`config.mk`:
```
export PLATFORM = sky130hd
export DESIGN_NAME = line_io_config
export DESIGN_NICKNAME = d
export VERILOG_FILES = /design/src/hdl/iocfg_pkg.sv /design/src/hdl/pin_sync.sv /design/src/hdl/line_io_config.sv
export SDC_FILE = /design/constraint.sdc
export NUM_CORES = 1
export LEC_CHECK = 0
export BUFFER_PORTS_ARGS = -buffer_cell sky130_fd_sc_hd__buf_2
export CAP_MARGIN = 20
export CORE_UTILIZATION = 57
export CTS_CLUSTER_SIZE = 14
export DETAILED_ROUTE_END_ITERATION = 8
export PLACE_DENSITY = 0.76
export SLEW_MARGIN = 40
export SYNTH_ARGS = -nofsm -noshare
export SYNTH_HDL_FRONTEND = slang
export SYNTH_SLANG_ARGS = --single-unit
```
`constraint.sdc`:
```
create_clock -name CLK_IN -period 8.65 [get_ports CLK_IN]
set_clock_uncertainty 0.1 [all_clocks]
set_input_delay 2.595 -clock CLK_IN [delete_from_list [all_inputs] [get_ports CLK_IN]]
set_output_delay 2.595 -clock CLK_IN [all_outputs]
set_load 0.01 [all_outputs]
```
`src/hdl/iocfg_pkg.sv`:
```
package iocfg_pkg;
  // ---------------------------------------------------------------
  // widths and counts
  // ---------------------------------------------------------------
  localparam int ADDR_W = 8;
  localparam int DATA_W = 32;
  localparam int SER_W = 8; // serial lines
  localparam int LINES = 5; // configurable control lines
  localparam int GPIO_LINES = 4; // lines that may be gpio or strobes
  localparam int RX_DEPTH = 256; // receive queue bytes
  localparam int TX_DEPTH = 128; // transmit queue bytes
  localparam int RX_LVL_W = 9;
  localparam int TX_LVL_W = 8;

  // ---------------------------------------------------------------
  // register offsets (byte addresses)
  // ---------------------------------------------------------------
  localparam logic [7:0] OFS_MODE = 8'h00;
  localparam logic [7:0] OFS_BB_DIR = 8'h04;
  localparam logic [7:0] OFS_BB_DATA = 8'h08;
  localparam logic [7:0] OFS_DIVISOR = 8'h0c;
  localparam logic [7:0] OFS_GPIO = 8'h10;
  localparam logic [7:0] OFS_RX_TMO = 8'h14;
  localparam logic [7:0] OFS_STATUS = 8'h18;

  // ---------------------------------------------------------------
  // field positions
  // ---------------------------------------------------------------
  localparam int DIV_FRAC_LSB = 15; // n in [14:0], eighths in [17:15]
  localparam int GPIO_OUT_LSB = 4; // dir [3:0], out [7:4]
  localparam int GPIO_IN_LSB = 8; // pin levels [11:8], read only
  localparam int ST_BUSY = 0;
  localparam int ST_LOADED = 1;
  localparam int ST_RX_FULL = 2;
  localparam int ST_TX_FULL = 3;
  localparam int ST_PWR_N = 4;
  localparam int NVM_PD_BIT = 8; // misc word: inv [7:0], pull-down [8]
  localparam logic [1:0] NVM_W_FUNC = 2'h0;
  localparam logic [1:0] NVM_W_MISC = 2'h1;

  // ---------------------------------------------------------------
  // reset values and limits
  // ---------------------------------------------------------------
  localparam logic [7:0] TMO_RST = 8'h10; // 16 ms
  localparam logic [7:0] TMO_MIN = 8'h01;
  localparam logic [14:0] DIV_N_RST = 15'h0010;
  localparam logic [14:0] DIV_N_MIN = 15'h0002;
  localparam logic [14:0] DIV_N_MAX = 15'h4000;

  // ---------------------------------------------------------------
  // timing
  // ---------------------------------------------------------------
  localparam int CLK_NS = 4;
  localparam int CLK_HZ = 250_000_000;
  localparam int MS_NS = 1_000_000;
  localparam int MS_CYCLES = MS_NS / CLK_NS;
  localparam int STROBE_NS = 40;
  localparam int STROBE_CYCLES = (STROBE_NS + CLK_NS - 1) / CLK_NS;
  localparam logic [7:0] STB_LOAD = 8'(STROBE_CYCLES);
  localparam logic [7:0] LED_MS = 8'h0a;
  localparam int PACE_BASE_HZ = 3_000_000;
  localparam logic [26:0] PACE_ADD = 27'(PACE_BASE_HZ * 8 / 1_000_000);
  localparam logic [25:0] PACE_MUL = 26'(CLK_HZ / 1_000_000);
  localparam int CLKGEN_W = 24;
  localparam longint CLK_FAST_HZ = 48_000_000;
  localparam logic [26:0] CLKGEN_STEP = 27'((CLK_FAST_HZ << CLKGEN_W) / CLK_HZ);

  // ---------------------------------------------------------------
  // types
  // ---------------------------------------------------------------
  typedef enum logic [3:0] {
    FN_TX_DRIVER_ENABLE = 4'h0,
    FN_POWER_SWITCH_N = 4'h1,
    FN_TX_LED_N = 4'h2,
    FN_RX_LED_N = 4'h3,
    FN_TXRX_LED_N = 4'h4,
    FN_SLEEP_N = 4'h5,
    FN_CLK_OUT_FASTEST = 4'h6,
    FN_CLK_OUT_HALF = 4'h7,
    FN_CLK_OUT_QUARTER = 4'h8,
    FN_CLK_OUT_EIGHTH = 4'h9,
    FN_GPIO = 4'ha,
    FN_BB_WR_N = 4'hb,
    FN_BB_RD_N = 4'hc
  } line_fn_t;
  typedef line_fn_t [LINES-1:0] line_fn_arr_t;
  typedef enum logic [1:0] {
    BB_OFF = 2'h0,
    BB_ASYNC = 2'h1,
    BB_SYNC = 2'h2
  } bb_mode_t;
  typedef struct packed {
    line_fn_arr_t fn;
    logic [SER_W-1:0] inv;
    logic pd;
  } nvm_cfg_t;
endpackage : iocfg_pkg

```
`src/hdl/pin_sync.sv`:
```
`timescale 1ns/1ps
`default_nettype none
// two-flop synchroniser; first stage feeds only the second
module pin_sync #(
  parameter int W = 1,
  parameter logic [W-1:0] INIT = '0
) (
  input wire logic clk_in,
  input wire logic rstn_in,
  input wire logic [W-1:0] async_in,
  output logic [W-1:0] sync_out
);
  // ---------------------------------------------------------------
  // state
  // ---------------------------------------------------------------
  typedef struct packed {
    logic [W-1:0] meta; // first stage, metastable
    logic [W-1:0] stable; // second stage
  } sync_st_t;
  sync_st_t q;
  sync_st_t d;

  // next state
  always_comb begin
    d.meta = async_in;
    d.stable = q.meta;
    if (!rstn_in) begin
      d.meta = INIT;
      d.stable = INIT;
    end
  end

  // register
  always_ff @(posedge clk_in) begin
    q <= d;
  end

  assign sync_out = q.stable;
endmodule : pin_sync
`default_nettype wire

```
`src/hdl/line_io_config.sv`:
```
// Chosen here: the address map and the plain strobed port.
`timescale 1ns/1ps
`default_nettype none
// Operation
// [RULE1] five control lines, one function each
// [RULE2] driver enable frames outgoing serial data
// [RULE3] leds pulse on tx, rx, or either
// [RULE4] sleep indicator marks bus suspend
// [RULE5] four continuous clock output frequencies
// [RULE6] lines may carry bit-bang strobes
// [RULE7] bit-bang turns serial lines into gpio
// [RULE8] host bytes driven out at paced rate
// [RULE9] strobes pulse on each port access
// [RULE10] sync mode samples only on write
// [RULE11] four control lines usable as gpio
// [RULE12] gpio works beside normal serial traffic
// [RULE13] pull serial lines low when unpowered
// [RULE14] per-line inversion in both directions
// [RULE15] receive flush timer, 1..255 ms, 16
// [RULE16] receive queue 256, transmit queue 128; the transmit full flag is set at level 127
// [RULE17] internal reset plus external low reset
// [RULE18] sleep low during suspend, else high
// [RULE19] power switch low configured, high suspended
// [RULE20] pace 3000000 over n plus eighths
// [RULE21] load configuration before driving outputs
module line_io_config #(
  parameter int MS_CYCLES = iocfg_pkg::MS_CYCLES
) (
  input wire logic CLK_IN,
  input wire logic RSTN_IN,
  input wire logic EXT_RESETN_IN,
  input wire logic [iocfg_pkg::ADDR_W-1:0] REG_ADDR_IN,
  input wire logic [iocfg_pkg::DATA_W-1:0] REG_WDATA_IN,
  input wire logic REG_WR_IN,
  input wire logic REG_RD_IN,
  output logic [iocfg_pkg::DATA_W-1:0] REG_RDATA_OUT,
  output logic NVM_RD_OUT,
  output logic [1:0] NVM_ADDR_OUT,
  input wire logic [iocfg_pkg::DATA_W-1:0] NVM_DATA_IN,
  input wire logic CONFIGURED_IN,
  input wire logic SUSPEND_IN,
  input wire logic TX_ACTIVE_IN,
  input wire logic TX_EVENT_IN,
  input wire logic RX_EVENT_IN,
  input wire logic [iocfg_pkg::RX_LVL_W-1:0] RX_LEVEL_IN,
  input wire logic [iocfg_pkg::TX_LVL_W-1:0] TX_LEVEL_IN,
  output logic RX_FLUSH_OUT,
  input wire logic [iocfg_pkg::SER_W-1:0] UART_OUT_IN,
  input wire logic [iocfg_pkg::SER_W-1:0] UART_OE_IN,
  output logic [iocfg_pkg::SER_W-1:0] UART_RX_OUT,
  input wire logic [iocfg_pkg::SER_W-1:0] SER_PIN_IN,
  output logic [iocfg_pkg::SER_W-1:0] SER_PIN_OUT,
  output logic [iocfg_pkg::SER_W-1:0] SER_OE_OUT,
  output logic SER_PULLDN_OUT,
  input wire logic [iocfg_pkg::LINES-1:0] LINE_PIN_IN,
  output logic [iocfg_pkg::LINES-1:0] LINE_PIN_OUT,
  output logic [iocfg_pkg::LINES-1:0] LINE_OE_OUT
);
  // ---------------------------------------------------------------
  // types
  // ---------------------------------------------------------------
  // configuration loader, one-hot
  typedef enum logic [3:0] {
    LD_REQ0 = 4'b0001,
    LD_CAP0 = 4'b0010,
    LD_CAP1 = 4'b0100,
    LD_RUN = 4'b1000
  } ld_t;

  typedef struct packed {
    ld_t ld; // loader state
    iocfg_pkg::nvm_cfg_t cfg; // nonvolatile configuration copy
    iocfg_pkg::bb_mode_t mode; // bit-bang mode
    logic [7:0] bb_dir; // 1 = port bit drives
    logic [7:0] bb_hold; // byte waiting for its slot
    logic bb_pend; // hold is full
    logic [7:0] bb_data; // byte on the port
    logic [7:0] bb_in; // last sampled port value
    logic [14:0] div_n; // pacing integer part
    logic [2:0] div_f; // pacing eighths
    logic [25:0] pace_acc; // pacing accumulator
    logic [3:0] gpio_dir; // control-line gpio direction
    logic [3:0] gpio_out; // control-line gpio level
    logic [7:0] tmo; // flush period, ms
    logic [7:0] rxt_cnt; // ms since last receive
    logic [31:0] ms_cnt; // ms prescaler
    logic [7:0] led_tx; // tx led ms left
    logic [7:0] led_rx; // rx led ms left
    logic [7:0] wr_cnt; // write strobe cycles left
    logic [7:0] rd_cnt; // read strobe cycles left
    logic [26:0] clk_acc; // clock-output phase
    logic [31:0] rdata; // read answer
    logic flush; // flush pulse
    logic [7:0] ser_out;
    logic [7:0] ser_oe;
    logic [7:0] uart_rx;
    logic pulldn;
    logic [4:0] line_out;
    logic [4:0] line_oe;
  } st_t;

  st_t q; // registered state
  st_t d; // next state
  logic rst; // combined reset, active high
  logic ext_rstn_s; // external reset, synchronised
  logic [7:0] ser_s; // serial pins, synchronised
  logic [4:0] line_s; // control-line pins, synchronised

  // ---------------------------------------------------------------
  // pin synchronisers
  // ---------------------------------------------------------------
  pin_sync #(.W(1), .INIT(1'b1)) u_rst_sync (
    .clk_in(CLK_IN),
    .rstn_in(RSTN_IN),
    .async_in(EXT_RESETN_IN),
    .sync_out(ext_rstn_s)
  );
  pin_sync #(.W(iocfg_pkg::SER_W)) u_ser_sync (
    .clk_in(CLK_IN),
    .rstn_in(RSTN_IN),
    .async_in(SER_PIN_IN),
    .sync_out(ser_s)
  );
  pin_sync #(.W(iocfg_pkg::LINES)) u_line_sync (
    .clk_in(CLK_IN),
    .rstn_in(RSTN_IN),
    .async_in(LINE_PIN_IN),
    .sync_out(line_s)
  );

  // [RULE17] power-on or external reset
  assign rst = !RSTN_IN || !ext_rstn_s;

  // ---------------------------------------------------------------
  // next-state logic
  // ---------------------------------------------------------------
  always_comb begin
    logic [26:0] sum;
    logic [25:0] lim;
    logic tick;
    logic ms_tick;
    logic loaded;
    logic pwr_n;
    logic sleep_n;
    logic tx_led_n;
    logic rx_led_n;
    logic [14:0] n_new;
    logic [7:0] t_new;
    sum = '0;
    lim = '0;
    tick = 1'b0;
    ms_tick = 1'b0;
    loaded = (q.ld == LD_RUN);
    pwr_n = 1'b1;
    sleep_n = 1'b1;
    tx_led_n = 1'b1;
    rx_led_n = 1'b1;
    n_new = '0;
    t_new = '0;
    d = q;
    d.rdata = '0;
    d.flush = 1'b0;

    // [RULE21] load configuration words
    case (q.ld)
      LD_REQ0: begin
        d.ld = LD_CAP0;
      end
      LD_CAP0: begin
        d.cfg.fn = iocfg_pkg::line_fn_arr_t'(NVM_DATA_IN[iocfg_pkg::LINES*4-1:0]);
        d.ld = LD_CAP1;
      end
      LD_CAP1: begin
        d.cfg.inv = NVM_DATA_IN[7:0];
        d.cfg.pd = NVM_DATA_IN[iocfg_pkg::NVM_PD_BIT];
        d.ld = LD_RUN;
      end
      LD_RUN: begin
        d.ld = LD_RUN;
      end
      default: begin
        d.ld = LD_REQ0; // illegal code, start over
      end
    endcase

    // ms prescaler shared by flush timer and leds
    if (q.ms_cnt >= 32'(MS_CYCLES - 1)) begin
      d.ms_cnt = '0;
      ms_tick = 1'b1;
    end else begin
      d.ms_cnt = q.ms_cnt + 32'h1;
    end

    // [RULE15] receive flush timer
    if (RX_EVENT_IN || RX_LEVEL_IN == '0) begin
      d.rxt_cnt = '0;
    end else if (ms_tick) begin
      if (q.rxt_cnt >= q.tmo - 8'h01) begin
        d.flush = 1'b1;
        d.rxt_cnt = '0;
      end else begin
        d.rxt_cnt = q.rxt_cnt + 8'h01;
      end
    end

    // [RULE3] led stretchers
    if (TX_EVENT_IN) begin
      d.led_tx = iocfg_pkg::LED_MS;
    end else if (ms_tick && q.led_tx != '0) begin
      d.led_tx = q.led_tx - 8'h01;
    end
    if (RX_EVENT_IN) begin
      d.led_rx = iocfg_pkg::LED_MS;
    end else if (ms_tick && q.led_rx != '0) begin
      d.led_rx = q.led_rx - 8'h01;
    end
    tx_led_n = (q.led_tx == '0);
    rx_led_n = (q.led_rx == '0);

    // [RULE19] power switch level
    pwr_n = !(CONFIGURED_IN && !SUSPEND_IN);
    // [RULE18] sleep indicator
    sleep_n = !SUSPEND_IN;

    // [RULE5] phase accumulator
    d.clk_acc = q.clk_acc + iocfg_pkg::CLKGEN_STEP;

    // strobe countdowns
    if (q.wr_cnt != '0) begin
      d.wr_cnt = q.wr_cnt - 8'h01;
    end
    if (q.rd_cnt != '0) begin
      d.rd_cnt = q.rd_cnt - 8'h01;
    end

    // [RULE20] pacing limit
    lim = 26'((26'(q.div_n) * 26'h8 + 26'(q.div_f)) * iocfg_pkg::PACE_MUL);
    sum = q.pace_acc + iocfg_pkg::PACE_ADD;
    if (q.mode == iocfg_pkg::BB_OFF) begin
      d.pace_acc = '0;
    end else if (sum >= 27'(lim)) begin
      d.pace_acc = 26'(sum - 27'(lim));
      tick = 1'b1;
    end else begin
      d.pace_acc = 26'(sum);
    end

    // [RULE8] paced output slots
    if (tick) begin
      case (q.mode)
        iocfg_pkg::BB_ASYNC: begin
          // [RULE9] read strobe each slot
          d.bb_in = ser_s ^ q.cfg.inv;
          d.rd_cnt = iocfg_pkg::STB_LOAD;
          if (q.bb_pend) begin
            d.bb_data = q.bb_hold;
            d.bb_pend = 1'b0;
            d.wr_cnt = iocfg_pkg::STB_LOAD;
          end
        end
        iocfg_pkg::BB_SYNC: begin
          // [RULE10] sample on write
          if (q.bb_pend) begin
            d.bb_in = ser_s ^ q.cfg.inv;
            d.rd_cnt = iocfg_pkg::STB_LOAD;
            d.bb_data = q.bb_hold;
            d.bb_pend = 1'b0;
            d.wr_cnt = iocfg_pkg::STB_LOAD;
          end
        end
        default: begin
          d.bb_pend = 1'b0;
        end
      endcase
    end

    // register writes
    if (REG_WR_IN) begin
      case (REG_ADDR_IN)
        iocfg_pkg::OFS_MODE: begin
          d.mode = iocfg_pkg::bb_mode_t'(REG_WDATA_IN[1:0]);
          if (REG_WDATA_IN[1:0] == 2'h3) begin
            d.mode = iocfg_pkg::BB_OFF; // unused code
          end
          if (d.mode == iocfg_pkg::BB_OFF) begin
            d.bb_pend = 1'b0; // drop a waiting byte
          end
        end
        iocfg_pkg::OFS_BB_DIR: begin
          d.bb_dir = REG_WDATA_IN[7:0];
        end
        iocfg_pkg::OFS_BB_DATA: begin
          // refused while a byte still waits or port is off
          if (!q.bb_pend && q.mode != iocfg_pkg::BB_OFF) begin
            d.bb_hold = REG_WDATA_IN[7:0];
            d.bb_pend = 1'b1;
          end
        end
        iocfg_pkg::OFS_DIVISOR: begin
          n_new = REG_WDATA_IN[14:0];
          if (n_new < iocfg_pkg::DIV_N_MIN) begin
            n_new = iocfg_pkg::DIV_N_MIN;
          end
          if (n_new > iocfg_pkg::DIV_N_MAX) begin
            n_new = iocfg_pkg::DIV_N_MAX;
          end
          d.div_n = n_new;
          d.div_f = REG_WDATA_IN[iocfg_pkg::DIV_FRAC_LSB +: 3];
        end
        iocfg_pkg::OFS_GPIO: begin
          d.gpio_dir = REG_WDATA_IN[3:0];
          d.gpio_out = REG_WDATA_IN[iocfg_pkg::GPIO_OUT_LSB +: 4];
        end
        iocfg_pkg::OFS_RX_TMO: begin
          // [RULE15] zero would wrap to a 256 ms period, so it becomes 1 ms
          t_new = REG_WDATA_IN[7:0];
          d.tmo = (t_new < iocfg_pkg::TMO_MIN) ? iocfg_pkg::TMO_MIN : t_new;
        end
        default: begin
          d.tmo = q.tmo; // unmapped write ignored
        end
      endcase
    end

    // register reads, answer stands one cycle
    if (REG_RD_IN) begin
      case (REG_ADDR_IN)
        iocfg_pkg::OFS_MODE: d.rdata = 32'(q.mode);
        iocfg_pkg::OFS_BB_DIR: d.rdata = 32'(q.bb_dir);
        iocfg_pkg::OFS_BB_DATA: d.rdata = 32'(q.bb_in);
        iocfg_pkg::OFS_DIVISOR: d.rdata = 32'({q.div_f, q.div_n});
        iocfg_pkg::OFS_GPIO: d.rdata = 32'({line_s[3:0], q.gpio_out, q.gpio_dir});
        iocfg_pkg::OFS_RX_TMO: d.rdata = 32'(q.tmo);
        iocfg_pkg::OFS_STATUS: begin
          d.rdata[iocfg_pkg::ST_BUSY] = q.bb_pend;
          d.rdata[iocfg_pkg::ST_LOADED] = loaded;
          // [RULE16] queue fill state
          d.rdata[iocfg_pkg::ST_RX_FULL] =
            (RX_LEVEL_IN >= iocfg_pkg::RX_LVL_W'(iocfg_pkg::RX_DEPTH));
          d.rdata[iocfg_pkg::ST_TX_FULL] =
            (32'(TX_LEVEL_IN) >= 32'(iocfg_pkg::TX_DEPTH - 1));
          d.rdata[iocfg_pkg::ST_PWR_N] = pwr_n;
        end
        default: d.rdata = '0;
      endcase
    end

    // [RULE14] serial lines, inverted both ways
    d.uart_rx = ser_s ^ q.cfg.inv;
    if (!loaded) begin
      d.ser_out = '0;
      d.ser_oe = '0;
    end else if (q.mode == iocfg_pkg::BB_OFF) begin
      // [RULE12] normal serial use
      d.ser_out = UART_OUT_IN ^ q.cfg.inv;
      d.ser_oe = UART_OE_IN;
    end else begin
      // [RULE7] port mode on the serial lines
      d.ser_out = q.bb_data ^ q.cfg.inv;
      d.ser_oe = q.bb_dir;
    end

    // [RULE13] weak pull-down
    d.pulldn = loaded && q.cfg.pd && pwr_n;

    // [RULE1] per-line function select
    for (int i = 0; i < iocfg_pkg::LINES; i++) begin
      d.line_out[i] = 1'b1;
      d.line_oe[i] = loaded;
      case (q.cfg.fn[i])
        // [RULE2] high only while transmitting
        iocfg_pkg::FN_TX_DRIVER_ENABLE: d.line_out[i] = TX_ACTIVE_IN;
        iocfg_pkg::FN_POWER_SWITCH_N: d.line_out[i] = pwr_n;
        iocfg_pkg::FN_TX_LED_N: d.line_out[i] = tx_led_n;
        iocfg_pkg::FN_RX_LED_N: d.line_out[i] = rx_led_n;
        iocfg_pkg::FN_TXRX_LED_N: d.line_out[i] = tx_led_n && rx_led_n;
        // [RULE4] suspend indicator
        iocfg_pkg::FN_SLEEP_N: d.line_out[i] = sleep_n;
        iocfg_pkg::FN_CLK_OUT_FASTEST: d.line_out[i] = q.clk_acc[23];
        iocfg_pkg::FN_CLK_OUT_HALF: d.line_out[i] = q.clk_acc[24];
        iocfg_pkg::FN_CLK_OUT_QUARTER: d.line_out[i] = q.clk_acc[25];
        iocfg_pkg::FN_CLK_OUT_EIGHTH: d.line_out[i] = q.clk_acc[26];
        iocfg_pkg::FN_GPIO: begin
          // [RULE11] first four gpio
          if (i < iocfg_pkg::GPIO_LINES) begin
            d.line_out[i] = q.gpio_out[i[1:0]];
            d.line_oe[i] = loaded && q.gpio_dir[i[1:0]];
          end else begin
            d.line_oe[i] = 1'b0;
          end
        end
        iocfg_pkg::FN_BB_WR_N: begin
          // [RULE6] write strobe
          d.line_out[i] = (q.wr_cnt == '0);
          d.line_oe[i] = loaded && (i < iocfg_pkg::GPIO_LINES);
        end
        iocfg_pkg::FN_BB_RD_N: begin
          // [RULE6] read strobe
          d.line_out[i] = (q.rd_cnt == '0);
          d.line_oe[i] = loaded && (i < iocfg_pkg::GPIO_LINES);
        end
        default: d.line_oe[i] = 1'b0; // unknown code floats
      endcase
    end

    // synchronous reset, all outputs but NVM_RD_OUT quiet
    if (rst) begin
      d = '0;
      d.ld = LD_REQ0;
      d.mode = iocfg_pkg::BB_OFF;
      d.tmo = iocfg_pkg::TMO_RST;
      d.div_n = iocfg_pkg::DIV_N_RST;
      d.line_out = '1;
    end
  end

  // ---------------------------------------------------------------
  // state register
  // ---------------------------------------------------------------
  always_ff @(posedge CLK_IN) begin
    q <= d;
  end

  // ---------------------------------------------------------------
  // outputs
  // ---------------------------------------------------------------
  // [RULE21] loader owns the storage port
  assign NVM_RD_OUT = (q.ld == LD_REQ0) || (q.ld == LD_CAP0);
  assign NVM_ADDR_OUT = (q.ld == LD_CAP0) ? iocfg_pkg::NVM_W_MISC : iocfg_pkg::NVM_W_FUNC;
  assign REG_RDATA_OUT = q.rdata;
  assign RX_FLUSH_OUT = q.flush;
  assign UART_RX_OUT = q.uart_rx;
  assign SER_PIN_OUT = q.ser_out;
  assign SER_OE_OUT = q.ser_oe;
  assign SER_PULLDN_OUT = q.pulldn;
  assign LINE_PIN_OUT = q.line_out;
  assign LINE_OE_OUT = q.line_oe;
endmodule : line_io_config
`default_nettype wire

```
==> out/summary.log, run 1 <==
[placement] cell count after placement 2467
[grt] antenna violations before repair 1
[route] wire per inst 16.6 microns
[clock_tree] clock transition at the registers of the reported paths 0.06 ns
[power_and_ir_drop] power per unit of standard cell area 165 nW/um^2
[route] Post-route DRC 0
[placement] instance area at placement 18300 sq um
[clock_tree] level count of the clock H-tree 2
[sta] period utilisation layout 88.4%
[run_status] status finished clean
[layout] Non-Filler Cell Area, Final 19500 sq um
[sta] relative slew slack 46.3%
[floorplan] Die Width 178 microns
[floorplan] Die Height 178 microns
[layout] Finished Layout Cells 2529
[yosys] flops & latches, synth 306
[route] Detailed Routing Iterations Pass 1 5
[sta] Tightest Pin Transition 0.806 ns
[worst_setup_path] endpoint of the most critical register-to-register path q[189]
[grt] maximum number of pins on one net before global-route repair 77
[worst_setup_path] depth of the worst register-to-register path 27
[hold_path] WHS Endpoint u_rst_sync.sync_out
[power_and_ir_drop] clock network fraction of design power 45.3%
[worst_setup_path] startpoint-to-endpoint class of the critical path reg2reg
[worst_setup_path] kind of end point of the critical path flip-flop
[sta] upper clock frequency limit 131 MHz
[route] remaining antenna violation count 0
[clock_tree] number of setup buffers added after CTS 0
[placement] weighted congestion at the end of routability-driven global placement 0.931
[sta] total count of max-transition violations in the final report 0
[worst_setup_path] startpoint types flip-flop
[run] number of max-capacitance violations reported 0
[sta] setup repair after global routing missed its margin false
[floorplan] total die area 31600 sq um
[floorplan] initial core utilization 57.8%
[clock_tree] clock insertion delay at the later pin of the skew report 0.52 ns
[power_and_ir_drop] net switching component of the power 0.774 mW
[power_and_ir_drop] part of the total power dissipated in sequential elements 46.5%
[power_and_ir_drop] Worst IR Drop VDD 154 uV
[clock_tree] post-CTS resize count 0
[route] Initial DRC Count 1150
[grt] first-pass GRT wire length 66500 microns
[route] Vias per Instance 5.66
[clock_tree] count of clock tree sinks 306
[route] wirelength, routed 42100 microns
[yosys] prevailing post-synth register cell sky130_fd_sc_hd__dfxtp_1
[yosys] Seq/Total Area, Yosys 34.8%
[sta] total negative slack 0 ns
[yosys] average instance area after synthesis 8.76 sq um
[clock_tree] maximum clock path buffer count 3
[placement] Port Buffer Count 156
[yosys] number of flops mapped to enable cells by yosys 0
[sta] Min Clock Period, post-route 7.65 ns
[power_and_ir_drop] sw frac 24.1%
[worst_setup_path] CP required 8.97 ns
[clock_tree] post-cts hold buffer count 0
[grt] via count of the first global-routing pass 13200
[clock_tree] CTS tree done
[clock_tree] CTS Root Buffer Type sky130_fd_sc_hd__clkbuf_16
[clock_tree] number of clock buffers inserted by TritonCTS 34
[yosys] Async S/R FF share, synth 0%
[worst_setup_path] Worst Path Arrival 7.97 ns
[layout] Final nets 2406
[floorplan] row count 64
[yosys] warnings from Yosys 0
[power_and_ir_drop] Int Power 2.43 mW
[power_and_ir_drop] Lkg Pwr 8.45 nW
[worst_setup_path] FF-to-FF setup slack 1.00 ns
[power_and_ir_drop] combinational cell fraction of total power 8.2%
[grt] global-route usage over all layers 26.4%
[floorplan] placeable core region 30500 sq um
[route] total via count after detailed routing 14300
[yosys] Unique masters post-synth 82
[sta] number of setup violations in the final report 0
[worst_setup_path] worst-path maximum fanout 12
[yosys] post-synthesis instance area 17600 sq um
[layout] P&R area growth vs syn 10.4%
[floorplan] IO Pins 199
[yosys] number of standard cells after synthesis 2013
[sta] count of final hold-check violations 0
[placement] HPWL after detailed placement 31700 microns
[layout] share of final-layout standard cells stronger than drive strength 1 12.2%
[hold_path] Hold Startpoint u_rst_sync.q[1]
[worst_setup_path] startpoint of the worst register-to-register path q[211]
[hold_path] cell count of the worst hold path 1
[grt] GRT overflow 0
[hold_path] worst min-delay path class reg2reg
-- worst max-delay path, stage by stage (launching register included) --
cell and delay, ns:
sky130_fd_sc_hd__dfxtp_1 0.53, sky130_fd_sc_hd__fa_1 0.53, sky130_fd_sc_hd__fa_1 0.52, sky130_fd_sc_hd__inv_1 0.05, sky130_fd_sc_hd__fa_1 0.50, sky130_fd_sc_hd__fa_1 0.51, sky130_fd_sc_hd__inv_1 0.04, sky130_fd_sc_hd__ha_1 0.36
sky130_fd_sc_hd__a21o_1 0.20, sky130_fd_sc_hd__a21oi_1 0.21, sky130_fd_sc_hd__a31oi_1 0.15, sky130_fd_sc_hd__o21ai_0 0.39, sky130_fd_sc_hd__o311ai_0 0.29, sky130_fd_sc_hd__nor3_1 0.26, sky130_fd_sc_hd__nor2_1 0.08, sky130_fd_sc_hd__a21oi_1 0.20
sky130_fd_sc_hd__xor2_1 0.24, sky130_fd_sc_hd__ha_1 0.36, sky130_fd_sc_hd__a21o_1 0.19, sky130_fd_sc_hd__a21o_1 0.17, sky130_fd_sc_hd__a21oi_1 0.15, sky130_fd_sc_hd__nor2b_1 0.06, sky130_fd_sc_hd__o21ai_1 0.12, sky130_fd_sc_hd__buf_4 0.19
sky130_fd_sc_hd__and3_1 0.65, sky130_fd_sc_hd__buf_4 0.30, sky130_fd_sc_hd__nand2_1 0.07, sky130_fd_sc_hd__a21oi_1 0.13
-- power groups by stage --
stage / registers, mW / clock network, mW / logic [mW]
6_report: 1.49 / 1.45 / 0.263
3_3_place_gp: 1.52 / 0 / 0.251
5_1_grt: 1.50 / 1.52 / 0.293
2_1_floorplan: 1.51 / 0 / 0.198
3_5_place_dp: 1.52 / 0 / 0.258
4_1_cts: 1.49 / 1.47 / 0.260
-- worst max-delay path by stage --
| stage | from | endpoint | slack, ns | cells past startpoint |
|---|---|---|---|---|
| floorplan | q[211] | q[204] | 2.04 | 28 |
| global placement | q[211] | q[190] | 1.26 | 27 |
| detailed placement | q[211] | q[204] | 1.12 | 27 |
| CTS | q[211] | q[191] | 1.10 | 27 |
| global route | q[211] | q[196] | 0.63 | 29 |
| finish | q[211] | q[189] | 1.00 | 27 |
-- cells by family (layout without fill, tap and decap cells) --
| kind of cell | after synthesis | count (layout) | share of synthesized area [%] |
|---|---|---|---|
| other | 1 | 32 | 0.0213 |
| DFF | 306 | 306 | 34.8 |
| AOI/OAI and AO/OA | 360 | 360 | 13.3 |
| muxes | 66 | 66 | 4.13 |
| adders and majority gates | 171 | 171 | 14.8 |
| xor gates and xnor gates | 146 | 146 | 7.25 |
| buffers and inverters | 270 | 359 | 7.30 |
| and+or+nand+nor | 693 | 693 | 18.4 |
-- cell usage in the layout, fill, tap and decap left out, types with 7 or more instances in the layout --
cell	synthesis	routed
sky130_fd_sc_hd__a211oi_1	13	13
sky130_fd_sc_hd__a21o_1	28	28
sky130_fd_sc_hd__a21oi_1	148	148
sky130_fd_sc_hd__a22oi_1	23	23
sky130_fd_sc_hd__a31oi_1	17	17
sky130_fd_sc_hd__and2_1	48	48
sky130_fd_sc_hd__and3_1	22	22
sky130_fd_sc_hd__buf_2	6	156
sky130_fd_sc_hd__buf_4	67	13
sky130_fd_sc_hd__clkbuf_1	57	7
sky130_fd_sc_hd__clkbuf_16	0	34
sky130_fd_sc_hd__conb_1	1	29
sky130_fd_sc_hd__dfxtp_1	306	306
sky130_fd_sc_hd__fa_1	62	62
sky130_fd_sc_hd__ha_1	109	109
sky130_fd_sc_hd__inv_1	131	131
sky130_fd_sc_hd__mux2i_1	57	57
sky130_fd_sc_hd__nand2_1	188	185
sky130_fd_sc_hd__nand2b_1	22	21
sky130_fd_sc_hd__nand3_1	63	63
sky130_fd_sc_hd__nand3b_1	8	8
sky130_fd_sc_hd__nand4_1	16	16
sky130_fd_sc_hd__nor2_1	235	234
sky130_fd_sc_hd__nor2b_1	7	7
sky130_fd_sc_hd__nor3_1	29	29
sky130_fd_sc_hd__nor4_1	17	17
sky130_fd_sc_hd__o211ai_1	10	10
sky130_fd_sc_hd__o21a_1	12	12
sky130_fd_sc_hd__o21ai_0	49	49
sky130_fd_sc_hd__or3_1	8	8
sky130_fd_sc_hd__or4_1	7	7
sky130_fd_sc_hd__xnor2_1	73	73
sky130_fd_sc_hd__xor2_1	73	73
-- layout make-up --
type | count | area (sq um)
Fill cell | 2536 | 11000
Sequential cell | 306 | 6130
Tap cell | 396 | 495
Timing Repair Buffer | 169 | 878
Multi-Input combinational cell | 1465 | 10300
Antenna cell | 3 | 7.51
Inverter | 131 | 492
Clock buffer | 47 | 960
Clock inverter | 12 | 160
-- registers in the layout, indices dropped and copies added, names as in the netlist, 4 cells and up --
signal	count
SER_OE_OUT	8
UART_RX_OUT	8
u_ser_sync.q	8
u_line_sync.sync_out	4
q	226
LINE_PIN_OUT	5
u_line_sync.q	4
REG_RDATA_OUT	18
LINE_OE_OUT	5
SER_PIN_OUT	8
u_ser_sync.sync_out	8
-- metal layers --
metal  vias to the layer above  wire length (microns)  GRT usage, %  share of wire (%)
li1                       6946                      -             -                  -
met1                      6763                  18900          36.3                 45
met2                       514                  18900          42.2                 45
met3                        91                   2970          3.75                7.1
met4                         0                   1250          9.29                3.0
met5                         -                      0             0                  0
-- synthesized netlist by cell type (3+ instances only) --
cell type	count	area, sq um
sky130_fd_sc_hd__a211oi_1	13	97.6
sky130_fd_sc_hd__a21o_1	28	210
sky130_fd_sc_hd__a21oi_1	148	741
sky130_fd_sc_hd__a221oi_1	4	35.0
sky130_fd_sc_hd__a22oi_1	23	173
sky130_fd_sc_hd__a31oi_1	17	106
sky130_fd_sc_hd__a32oi_1	4	35.0
sky130_fd_sc_hd__and2_1	48	300
sky130_fd_sc_hd__and3_1	22	138
sky130_fd_sc_hd__buf_1	7	26.3
sky130_fd_sc_hd__buf_2	6	30.0
sky130_fd_sc_hd__buf_4	67	503
sky130_fd_sc_hd__clkbuf_1	57	214
sky130_fd_sc_hd__dfxtp_1	306	6130
sky130_fd_sc_hd__fa_1	62	1240
sky130_fd_sc_hd__ha_1	109	1360
sky130_fd_sc_hd__inv_1	131	492
sky130_fd_sc_hd__mux2_2	4	45.0
sky130_fd_sc_hd__mux2i_1	57	571
sky130_fd_sc_hd__mux4_2	5	113
sky130_fd_sc_hd__nand2_1	188	706
sky130_fd_sc_hd__nand2b_1	22	138
sky130_fd_sc_hd__nand3_1	63	315
sky130_fd_sc_hd__nand3b_1	8	60.1
sky130_fd_sc_hd__nand4_1	16	100
sky130_fd_sc_hd__nor2_1	235	882
sky130_fd_sc_hd__nor2b_1	7	43.8
sky130_fd_sc_hd__nor3_1	29	145
sky130_fd_sc_hd__nor3b_1	3	22.5
sky130_fd_sc_hd__nor4_1	17	106
sky130_fd_sc_hd__nor4b_1	5	43.8
sky130_fd_sc_hd__o211ai_1	10	75.1
sky130_fd_sc_hd__o21a_1	12	90.1
sky130_fd_sc_hd__o21ai_0	49	245
sky130_fd_sc_hd__o21ai_1	4	20.0
sky130_fd_sc_hd__o221a_2	4	45.0
sky130_fd_sc_hd__o221ai_1	4	35.0
sky130_fd_sc_hd__o311a_1	5	50.1
sky130_fd_sc_hd__o31a_1	3	26.3
sky130_fd_sc_hd__o31ai_1	3	22.5
sky130_fd_sc_hd__or3_1	8	50.1
sky130_fd_sc_hd__or4_1	7	52.6
sky130_fd_sc_hd__xnor2_1	73	639
sky130_fd_sc_hd__xor2_1	73	639
-- through the flow --
step	worst slack (ns)	total power [mW]	hold slack [ns]	utilization (%)
2_1_floorplan	2.04	1.71	0.286	-
3_3_place_gp	1.26	1.77	0.295	60.0
3_5_place_dp	1.12	1.78	0.298	60.1
4_1_cts	1.10	3.22	0.312	63.7
5_1_grt	0.627	3.31	0.334	63.8
6_report	1.00	3.20	0.309	63.8
(Power assumes the default switching activity.)
==> inputs of run 2 (changes only) <==
CTS_BUF_LIST = sky130_fd_sc_hd__clkbuf_4 sky130_fd_sc_hd__clkbuf_8   (was default)
SYNTH_HIERARCHICAL = 1   (was default)
==> run 2 against run 1 <==
  * Synthesized cell count shrank 1.9%
  * Global-route usage shrank 0.45 points
  * Die area grew 0.87%
  * Cell count shrank 0.95%
  * Combinational power shrank 2%
  * Critical endpoint is now q[201]
  * Sequential cell count is the same
  * Non-clock buffer count shrank 5
==> out/summary.log, run 2 <==
[placement] weighted congestion at the end of routability-driven global placement 0.898 [-3.5%]
[placement] HPWL after detailed placement 30600 microns [-3.7%]
[floorplan] placeable core region 30700 sq um [+0.52%]
[clock_tree] CTS Root Buffer Type sky130_fd_sc_hd__clkbuf_8
[hold_path] Hold Startpoint u_rst_sync/q[1]
[layout] P&R area growth vs syn 9.00%
[grt] maximum number of pins on one net before global-route repair 80 [+3.9%]
[layout] share of final-layout standard cells stronger than drive strength 1 15.6% [+3.5 points]
[clock_tree] maximum clock path buffer count 3 [unchanged]
[sta] setup repair after global routing missed its margin false
[placement] Port Buffer Count 156 [unchanged]
[floorplan] Die Width 179 microns [+0.44%]
[hold_path] WHS Endpoint u_rst_sync/sync_out
[layout] Finished Layout Cells 2505 [-0.95%]
[hold_path] worst min-delay path class reg2reg
[worst_setup_path] depth of the worst register-to-register path 25 [-7.4%]
[worst_setup_path] FF-to-FF setup slack 1.04 ns [+0.04 ns]
[clock_tree] CTS tree done
[clock_tree] level count of the clock H-tree 2 [unchanged]
[sta] total negative slack 0 ns [unchanged]
[worst_setup_path] slowest stage cell, crit path sky130_fd_sc_hd__dfxtp_1
[floorplan] IO Pins 199 [unchanged]
[worst_setup_path] family with the most delay on the worst path adder cells
[layout] Non-Filler Cell Area, Final 19400 sq um [-0.42%]
[grt] first-pass GRT wire length 65700 microns [-1.1%]
[yosys] average instance area after synthesis 9.00 sq um [+2.8%]
[run] number of max-capacitance violations reported 0 [unchanged]
[route] Vias per Instance 5.68 [+0.30%]
[grt] GRT overflow 0 [unchanged]
[placement] instance area at placement 18300 sq um [unchanged]
[floorplan] row count 64 [unchanged]
[placement] cell count after placement 2417 [-2.0%]
[sta] count of final hold-check violations 0 [unchanged]
[sta] relative slew slack 43.2% [-3.1 points]
[layout] register ranked first by flip-flop count q
[worst_setup_path] startpoint-to-endpoint class of the critical path reg2reg
[yosys] post-synthesis instance area 17800 sq um [+0.88%]
[floorplan] Die Height 179 microns [+0.44%]
[worst_setup_path] CP required 9.07 ns [+0.10 ns]
[sta] total count of max-transition violations in the final report 0 [unchanged]
[layout] Final nets 2372 [-1.4%]
[worst_setup_path] startpoint of the worst register-to-register path q[219]
[floorplan] initial core utilization 58.0% [+0.20 points]
[power_and_ir_drop] power per unit of standard cell area 157 nW/um^2 [-4.6%]
[clock_tree] post-CTS resize count 0 [unchanged]
[floorplan] total die area 31900 sq um [+0.87%]
[clock_tree] number of clock buffers inserted by TritonCTS 50 [+47%]
[worst_setup_path] crit-path max cell delay 0.55 ns [-0.10 ns]
[worst_setup_path] startpoint types flip-flop
[route] Post-route DRC 0 [unchanged]
[route] remaining antenna violation count 0 [unchanged]
[route] total via count after detailed routing 14200 [-0.66%]
[worst_setup_path] endpoint of the most critical register-to-register path q[201]
[route] wire per inst 16.4 microns [-1.3%]
[hold_path] cell count of the worst hold path 1 [unchanged]
[layout] commonest cells after routing, fill and taps aside 306 x sky130_fd_sc_hd__dfxtp_1, 212 x sky130_fd_sc_hd__nor2_1, 180 x sky130_fd_sc_hd__nand2_1, 156 x sky130_fd_sc_hd__buf_2, 130 x sky130_fd_sc_hd__a21oi_1
[layout] leading cell type in the layout, fill and taps excluded sky130_fd_sc_hd__dfxtp_1
[sta] Tightest Pin Transition 0.849 ns [+0.0428 ns]
[grt] global-route usage over all layers 25.9% [-0.45 points]
[sta] period utilisation layout 88.0% [-0.45 points]
[layout] final standard cell utilization of the core 63.2% [-0.60 points]
[power_and_ir_drop] total design power 3.05 mW [-5.0%]
[power_and_ir_drop] Worst IR Drop VDD 119 uV [-22%]
[clock_tree] clock insertion delay at the later pin of the skew report 0.61 ns [+0.09 ns]
[worst_setup_path] kind of end point of the critical path flip-flop
[clock_tree] post-cts hold buffer count 0 [unchanged]
[worst_setup_path] Worst Path Arrival 8.03 ns [+0.06 ns]
[grt] via count of the first global-routing pass 13400 [+0.85%]
[route] wirelength, routed 41100 microns [-2.3%]
[yosys] warnings from Yosys 6 [+6]
[clock_tree] number of setup buffers added after CTS 0 [unchanged]
[route] Detailed Routing Iterations Pass 1 7 [+2]
[power_and_ir_drop] Lkg Pwr 8.44 nW [about the same]
[sta] Min Clock Period, post-route 7.61 ns [-0.0393 ns]
[clock_tree] clock transition at the registers of the reported paths 0.06 ns [about the same]
[sta] number of setup violations in the final report 0 [unchanged]
[clock_tree] count of clock tree sinks 306 [unchanged]
[worst_setup_path] worst-path maximum fanout 24 [+12]
[sta] final setup slack of the worst path 1.04 ns [+0.0393 ns]
[worst_setup_path] crit path buf inv count 5 [+1]
[placement] post-place setup slack 1.16 ns [+0.0367 ns]
[sta] hold slack 0.317 ns [+0.00837 ns]
[grt] antenna violations before repair 1 [unchanged]
[route] Initial DRC Count 1094 [-4.9%]
[yosys] number of standard cells after synthesis 1975 [-1.9%]
[run_status] status finished clean
[layout] max FFs per register 226 [unchanged]
[sta] upper clock frequency limit 131 MHz [+0.52%]
[layout] number of antenna cells inserted 0 [-3]
[run 2: layer usage]
metal / vias to the layer above / wire length, microns / GRT usage (%)
met3: 95 / 3670 / 5.80
met1: 6711 / 17700 / 34.7
met4: 0 / 1290 / 9.71
met5: - / 0 / 0
li1: 6875 / - / -
met2: 539 / 18400 / 40.6
[run 2: how the worst max path moves through the flow]
stage / startpoint / to / slack [ns] / cells past startpoint
global placement: q[219] / q[201] / 1.28 / 25
detailed placement: q[219] / q[201] / 1.16 / 25
CTS: q[219] / q[201] / 1.11 / 25
global route: q[219] / q[201] / 0.57 / 25
finish: q[219] / q[201] / 1.04 / 25
floorplan: q[211] / q[205] / 2.26 / 27
[run 2: power by group]
| part | leakage [nW] | internal, mW | switching (mW) |
|---|---|---|---|
| clock | 0.555 | 0.716 | 0.584 |
| combinational | 5.40 | 0.108 | 0.149 |
| sequential | 2.49 | 1.45 | 0.0363 |
| total | 8.44 | 2.28 | 0.769 |
[run 2: final cells by class]
type	count	area (sq um)
sequential	306	6130
inverter	123	462
clock buffer	78	967
fill	2569	11300
tap	396	495
clock inverter	10	81.3
timing repair buffer	164	841
multi-input combinational	1428	10400
==> inputs of run 3 (changes only) <==
PLACE_DENSITY = 0.78   (was 0.76)
==> run 3 against run 2 <==
  * Sequential power about the same
  * Via count about the same
  * Hold slack worse by 0.0028 ns
  * Clock power rose by 11%
  * Total power up 4.6%
  * Sequential cell count unchanged
  * Maximum frequency decreased by 0.89%
  * Highest routed layer unchanged
  * Combinational power about the same
  * Register-to-register slack got worse by 0.07 ns
  * Wire length up 0.57%
  * Global-route usage decreased by 0.23 points
  * Cell count up 0.12%
==> out/summary.log, run 3 (synthesized netlist as in run 2, its figures left out) <==
[layout] Finished Layout Cells 2508 [+0.12%]
[placement] cell count after placement 2416 [-0.041%]
[route] Post-route DRC 0 [unchanged]
[worst_setup_path] Crit. Startpoint q[219]
[floorplan] placeable core region 30700 sq um [unchanged]
[sta] setup repair after global routing missed its margin false
[layout] number of antenna cells inserted 0 [unchanged]
[grt] global-route usage over all layers 25.7% [-0.23 points]
[route] Detailed Routing Iterations Pass 1 6 [-1]
[grt] GRT overflow 0 [unchanged]
[sta] period utilisation layout 88.7% [+0.79 points]
[floorplan] Die Width 179 microns [unchanged]
[worst_setup_path] CP required 9.08 ns [about the same]
[layout] register ranked first by flip-flop count q
[grt] antenna violations before repair 0 [-1]
[route] Initial DRC Count 1121 [+2.5%]
[placement] Port Buffer Count 156 [unchanged]
[grt] first-pass GRT wire length 65200 microns [-0.81%]
[layout] Non-Filler Cell Area, Final 19500 sq um [+0.61%]
[worst_setup_path] startpoint-to-endpoint class of the critical path reg2reg
[sta] Min Clock Period, post-route 7.68 ns [+0.0685 ns]
[hold_path] worst min-delay path class reg2reg
[run] number of max-capacitance violations reported 0 [unchanged]
[layout] commonest cells after routing, fill and taps aside 306 x sky130_fd_sc_hd__dfxtp_1, 212 x sky130_fd_sc_hd__nor2_1, 180 x sky130_fd_sc_hd__nand2_1, 156 x sky130_fd_sc_hd__buf_2, 130 x sky130_fd_sc_hd__a21oi_1
[worst_setup_path] crit-path max cell delay 0.59 ns [+0.04 ns]
[layout] share of final-layout standard cells stronger than drive strength 1 15.8% [+0.12 points]
[worst_setup_path] worst-path maximum fanout 23 [-4.2%]
[power_and_ir_drop] total design power 3.19 mW [+4.6%]
[sta] total count of max-transition violations in the final report 0 [unchanged]
[worst_setup_path] Worst Path Arrival 8.10 ns [+0.07 ns]
[worst_setup_path] startpoint of the worst register-to-register path q[219]
[clock_tree] count of clock tree sinks 306 [unchanged]
[worst_setup_path] crit path buf inv count 5 [unchanged]
[power_and_ir_drop] Worst IR Drop VDD 117 uV [-2.0%]
[layout] Final nets 2372 [unchanged]
[floorplan] initial core utilization 58.0% [unchanged]
[route] wire per inst 16.5 microns [+0.45%]
[placement] instance area at placement 18300 sq um [about the same]
[worst_setup_path] family with the most delay on the worst path adder cells
[floorplan] Die Height 179 microns [unchanged]
[sta] upper clock frequency limit 130 MHz [-0.89%]
[clock_tree] post-CTS resize count 0 [unchanged]
[layout] P&R area growth vs syn 9.66%
[sta] total negative slack 0 ns [unchanged]
[clock_tree] maximum clock path buffer count 3 [unchanged]
[clock_tree] CTS tree done
[clock_tree] number of setup buffers added after CTS 0 [unchanged]
[sta] number of setup violations in the final report 0 [unchanged]
[power_and_ir_drop] power per unit of standard cell area 163 nW/um^2 [+4.0%]
[placement] HPWL after detailed placement 30900 microns [+1.2%]
[floorplan] IO Pins 199 [unchanged]
[route] total via count after detailed routing 14200 [+0.035%]
[sta] count of final hold-check violations 0 [unchanged]
[power_and_ir_drop] Lkg Pwr 8.51 nW [+0.77%]
[floorplan] row count 64 [unchanged]
[clock_tree] level count of the clock H-tree 2 [unchanged]
[worst_setup_path] slowest stage cell, crit path sky130_fd_sc_hd__dfxtp_1
[sta] relative slew slack 45.4% [+2.2 points]
[grt] via count of the first global-routing pass 13200 [-0.77%]
[clock_tree] post-cts hold buffer count 0 [unchanged]
[clock_tree] CTS Root Buffer Type sky130_fd_sc_hd__clkbuf_8
[route] Vias per Instance 5.67 [about the same]
[grt] maximum number of pins on one net before global-route repair 84 [+5.0%]
[hold_path] Hold Startpoint u_rst_sync/q[1]
[clock_tree] clock transition at the registers of the reported paths 0.06 ns [about the same]
[floorplan] total die area 31900 sq um [unchanged]
[layout] max FFs per register 226 [unchanged]
[sta] Tightest Pin Transition 0.816 ns [-0.0331 ns]
[route] remaining antenna violation count 0 [unchanged]
[placement] weighted congestion at the end of routability-driven global placement 0.917 [+2.2%]
[clock_tree] number of clock buffers inserted by TritonCTS 51 [+2.0%]
[layout] leading cell type in the layout, fill and taps excluded sky130_fd_sc_hd__dfxtp_1
[run_status] status finished clean
[route] wirelength, routed 41300 microns [+0.57%]
[worst_setup_path] startpoint types flip-flop
[clock_tree] clock insertion delay at the later pin of the skew report 0.60 ns [about the same]
[worst_setup_path] kind of end point of the critical path flip-flop
==> run 3: cell types whose count changed in the layout (fill, tap and decap cells not counted), sizes merged <==
cell      change
bufinv        +3
buf           -1
clkbuf        +2
clkinv        +1
clkinvlp      -2
==> run 3: cell type report <==
cell class                      instances  area [sq um]
Fill cell                            2530         11200
Clock inverter                         12           150
Multi-Input combinational cell       1428         10400
Tap cell                              396           495
Inverter                              123           462
Sequential cell                       306          6130
Clock buffer                           80          1020
Timing Repair Buffer                  163           837
==> run 3: through the flow <==
stage          hold WS (ns)  utilization, %  worst slack [ns]
2_1_floorplan         0.286               -              2.26
4_1_cts               0.320            63.5              1.09
3_3_place_gp          0.291            59.7              1.26
6_report              0.314            63.6             0.974
5_1_grt               0.341            63.6             0.596
3_5_place_dp          0.307            59.7              1.13
==> run 3: path summary, 6_finish.rpt <==
path	endpoint	slack (ns)	cells after the start
worst max-delay path	q[201]	0.97	26
worst min-delay path	u_rst_sync/sync_out	0.31	1
worst min register to register	u_rst_sync/sync_out	0.31	1
worst max register to register	q[201]	0.97	26
==> run 3: power by group <==
part	internal, mW	switching [mW]	leakage, nW	total [mW]
combinational	0.108	0.152	5.40	0.260
sequential	1.45	0.0372	2.49	1.49
clock	0.841	0.594	0.623	1.44
==> run 3: worst register-to-register path: stages, from the launching register on <==
cell                       delay, ns
sky130_fd_sc_hd__dfxtp_1        0.59
sky130_fd_sc_hd__inv_1          0.17
sky130_fd_sc_hd__fa_1           0.52
sky130_fd_sc_hd__fa_1           0.52
sky130_fd_sc_hd__inv_1          0.05
sky130_fd_sc_hd__fa_1           0.49
sky130_fd_sc_hd__inv_1          0.05
sky130_fd_sc_hd__fa_1           0.49
sky130_fd_sc_hd__inv_1          0.04
sky130_fd_sc_hd__ha_1           0.38
sky130_fd_sc_hd__nand4_1        0.22
sky130_fd_sc_hd__nor3_1         0.09
sky130_fd_sc_hd__a31oi_1        0.26
sky130_fd_sc_hd__nand3_1        0.21
sky130_fd_sc_hd__nand4_1        0.15
sky130_fd_sc_hd__nand4b_1       0.11
sky130_fd_sc_hd__a21oi_1        0.25
sky130_fd_sc_hd__xnor2_1        0.11
sky130_fd_sc_hd__ha_1           0.43
sky130_fd_sc_hd__nand3_1        0.12
sky130_fd_sc_hd__nor4_1         0.46
sky130_fd_sc_hd__a31oi_1        0.17
sky130_fd_sc_hd__o21ai_0        0.10
sky130_fd_sc_hd__a221o_2        0.53
sky130_fd_sc_hd__buf_4          0.43
sky130_fd_sc_hd__or4b_1         0.48
sky130_fd_sc_hd__o211ai_2       0.07
==> run 3: per-layer routing <==
layer	global-route usage, %	wire (microns)	share of wire, %	vias to the layer above
met4	9.89	1340	3.2	0
met2	40.9	18800	45	533
met1	34.6	18200	44	6745
met5	0	0	0	-
li1	-	-	-	6858
met3	4.48	3040	7.3	89
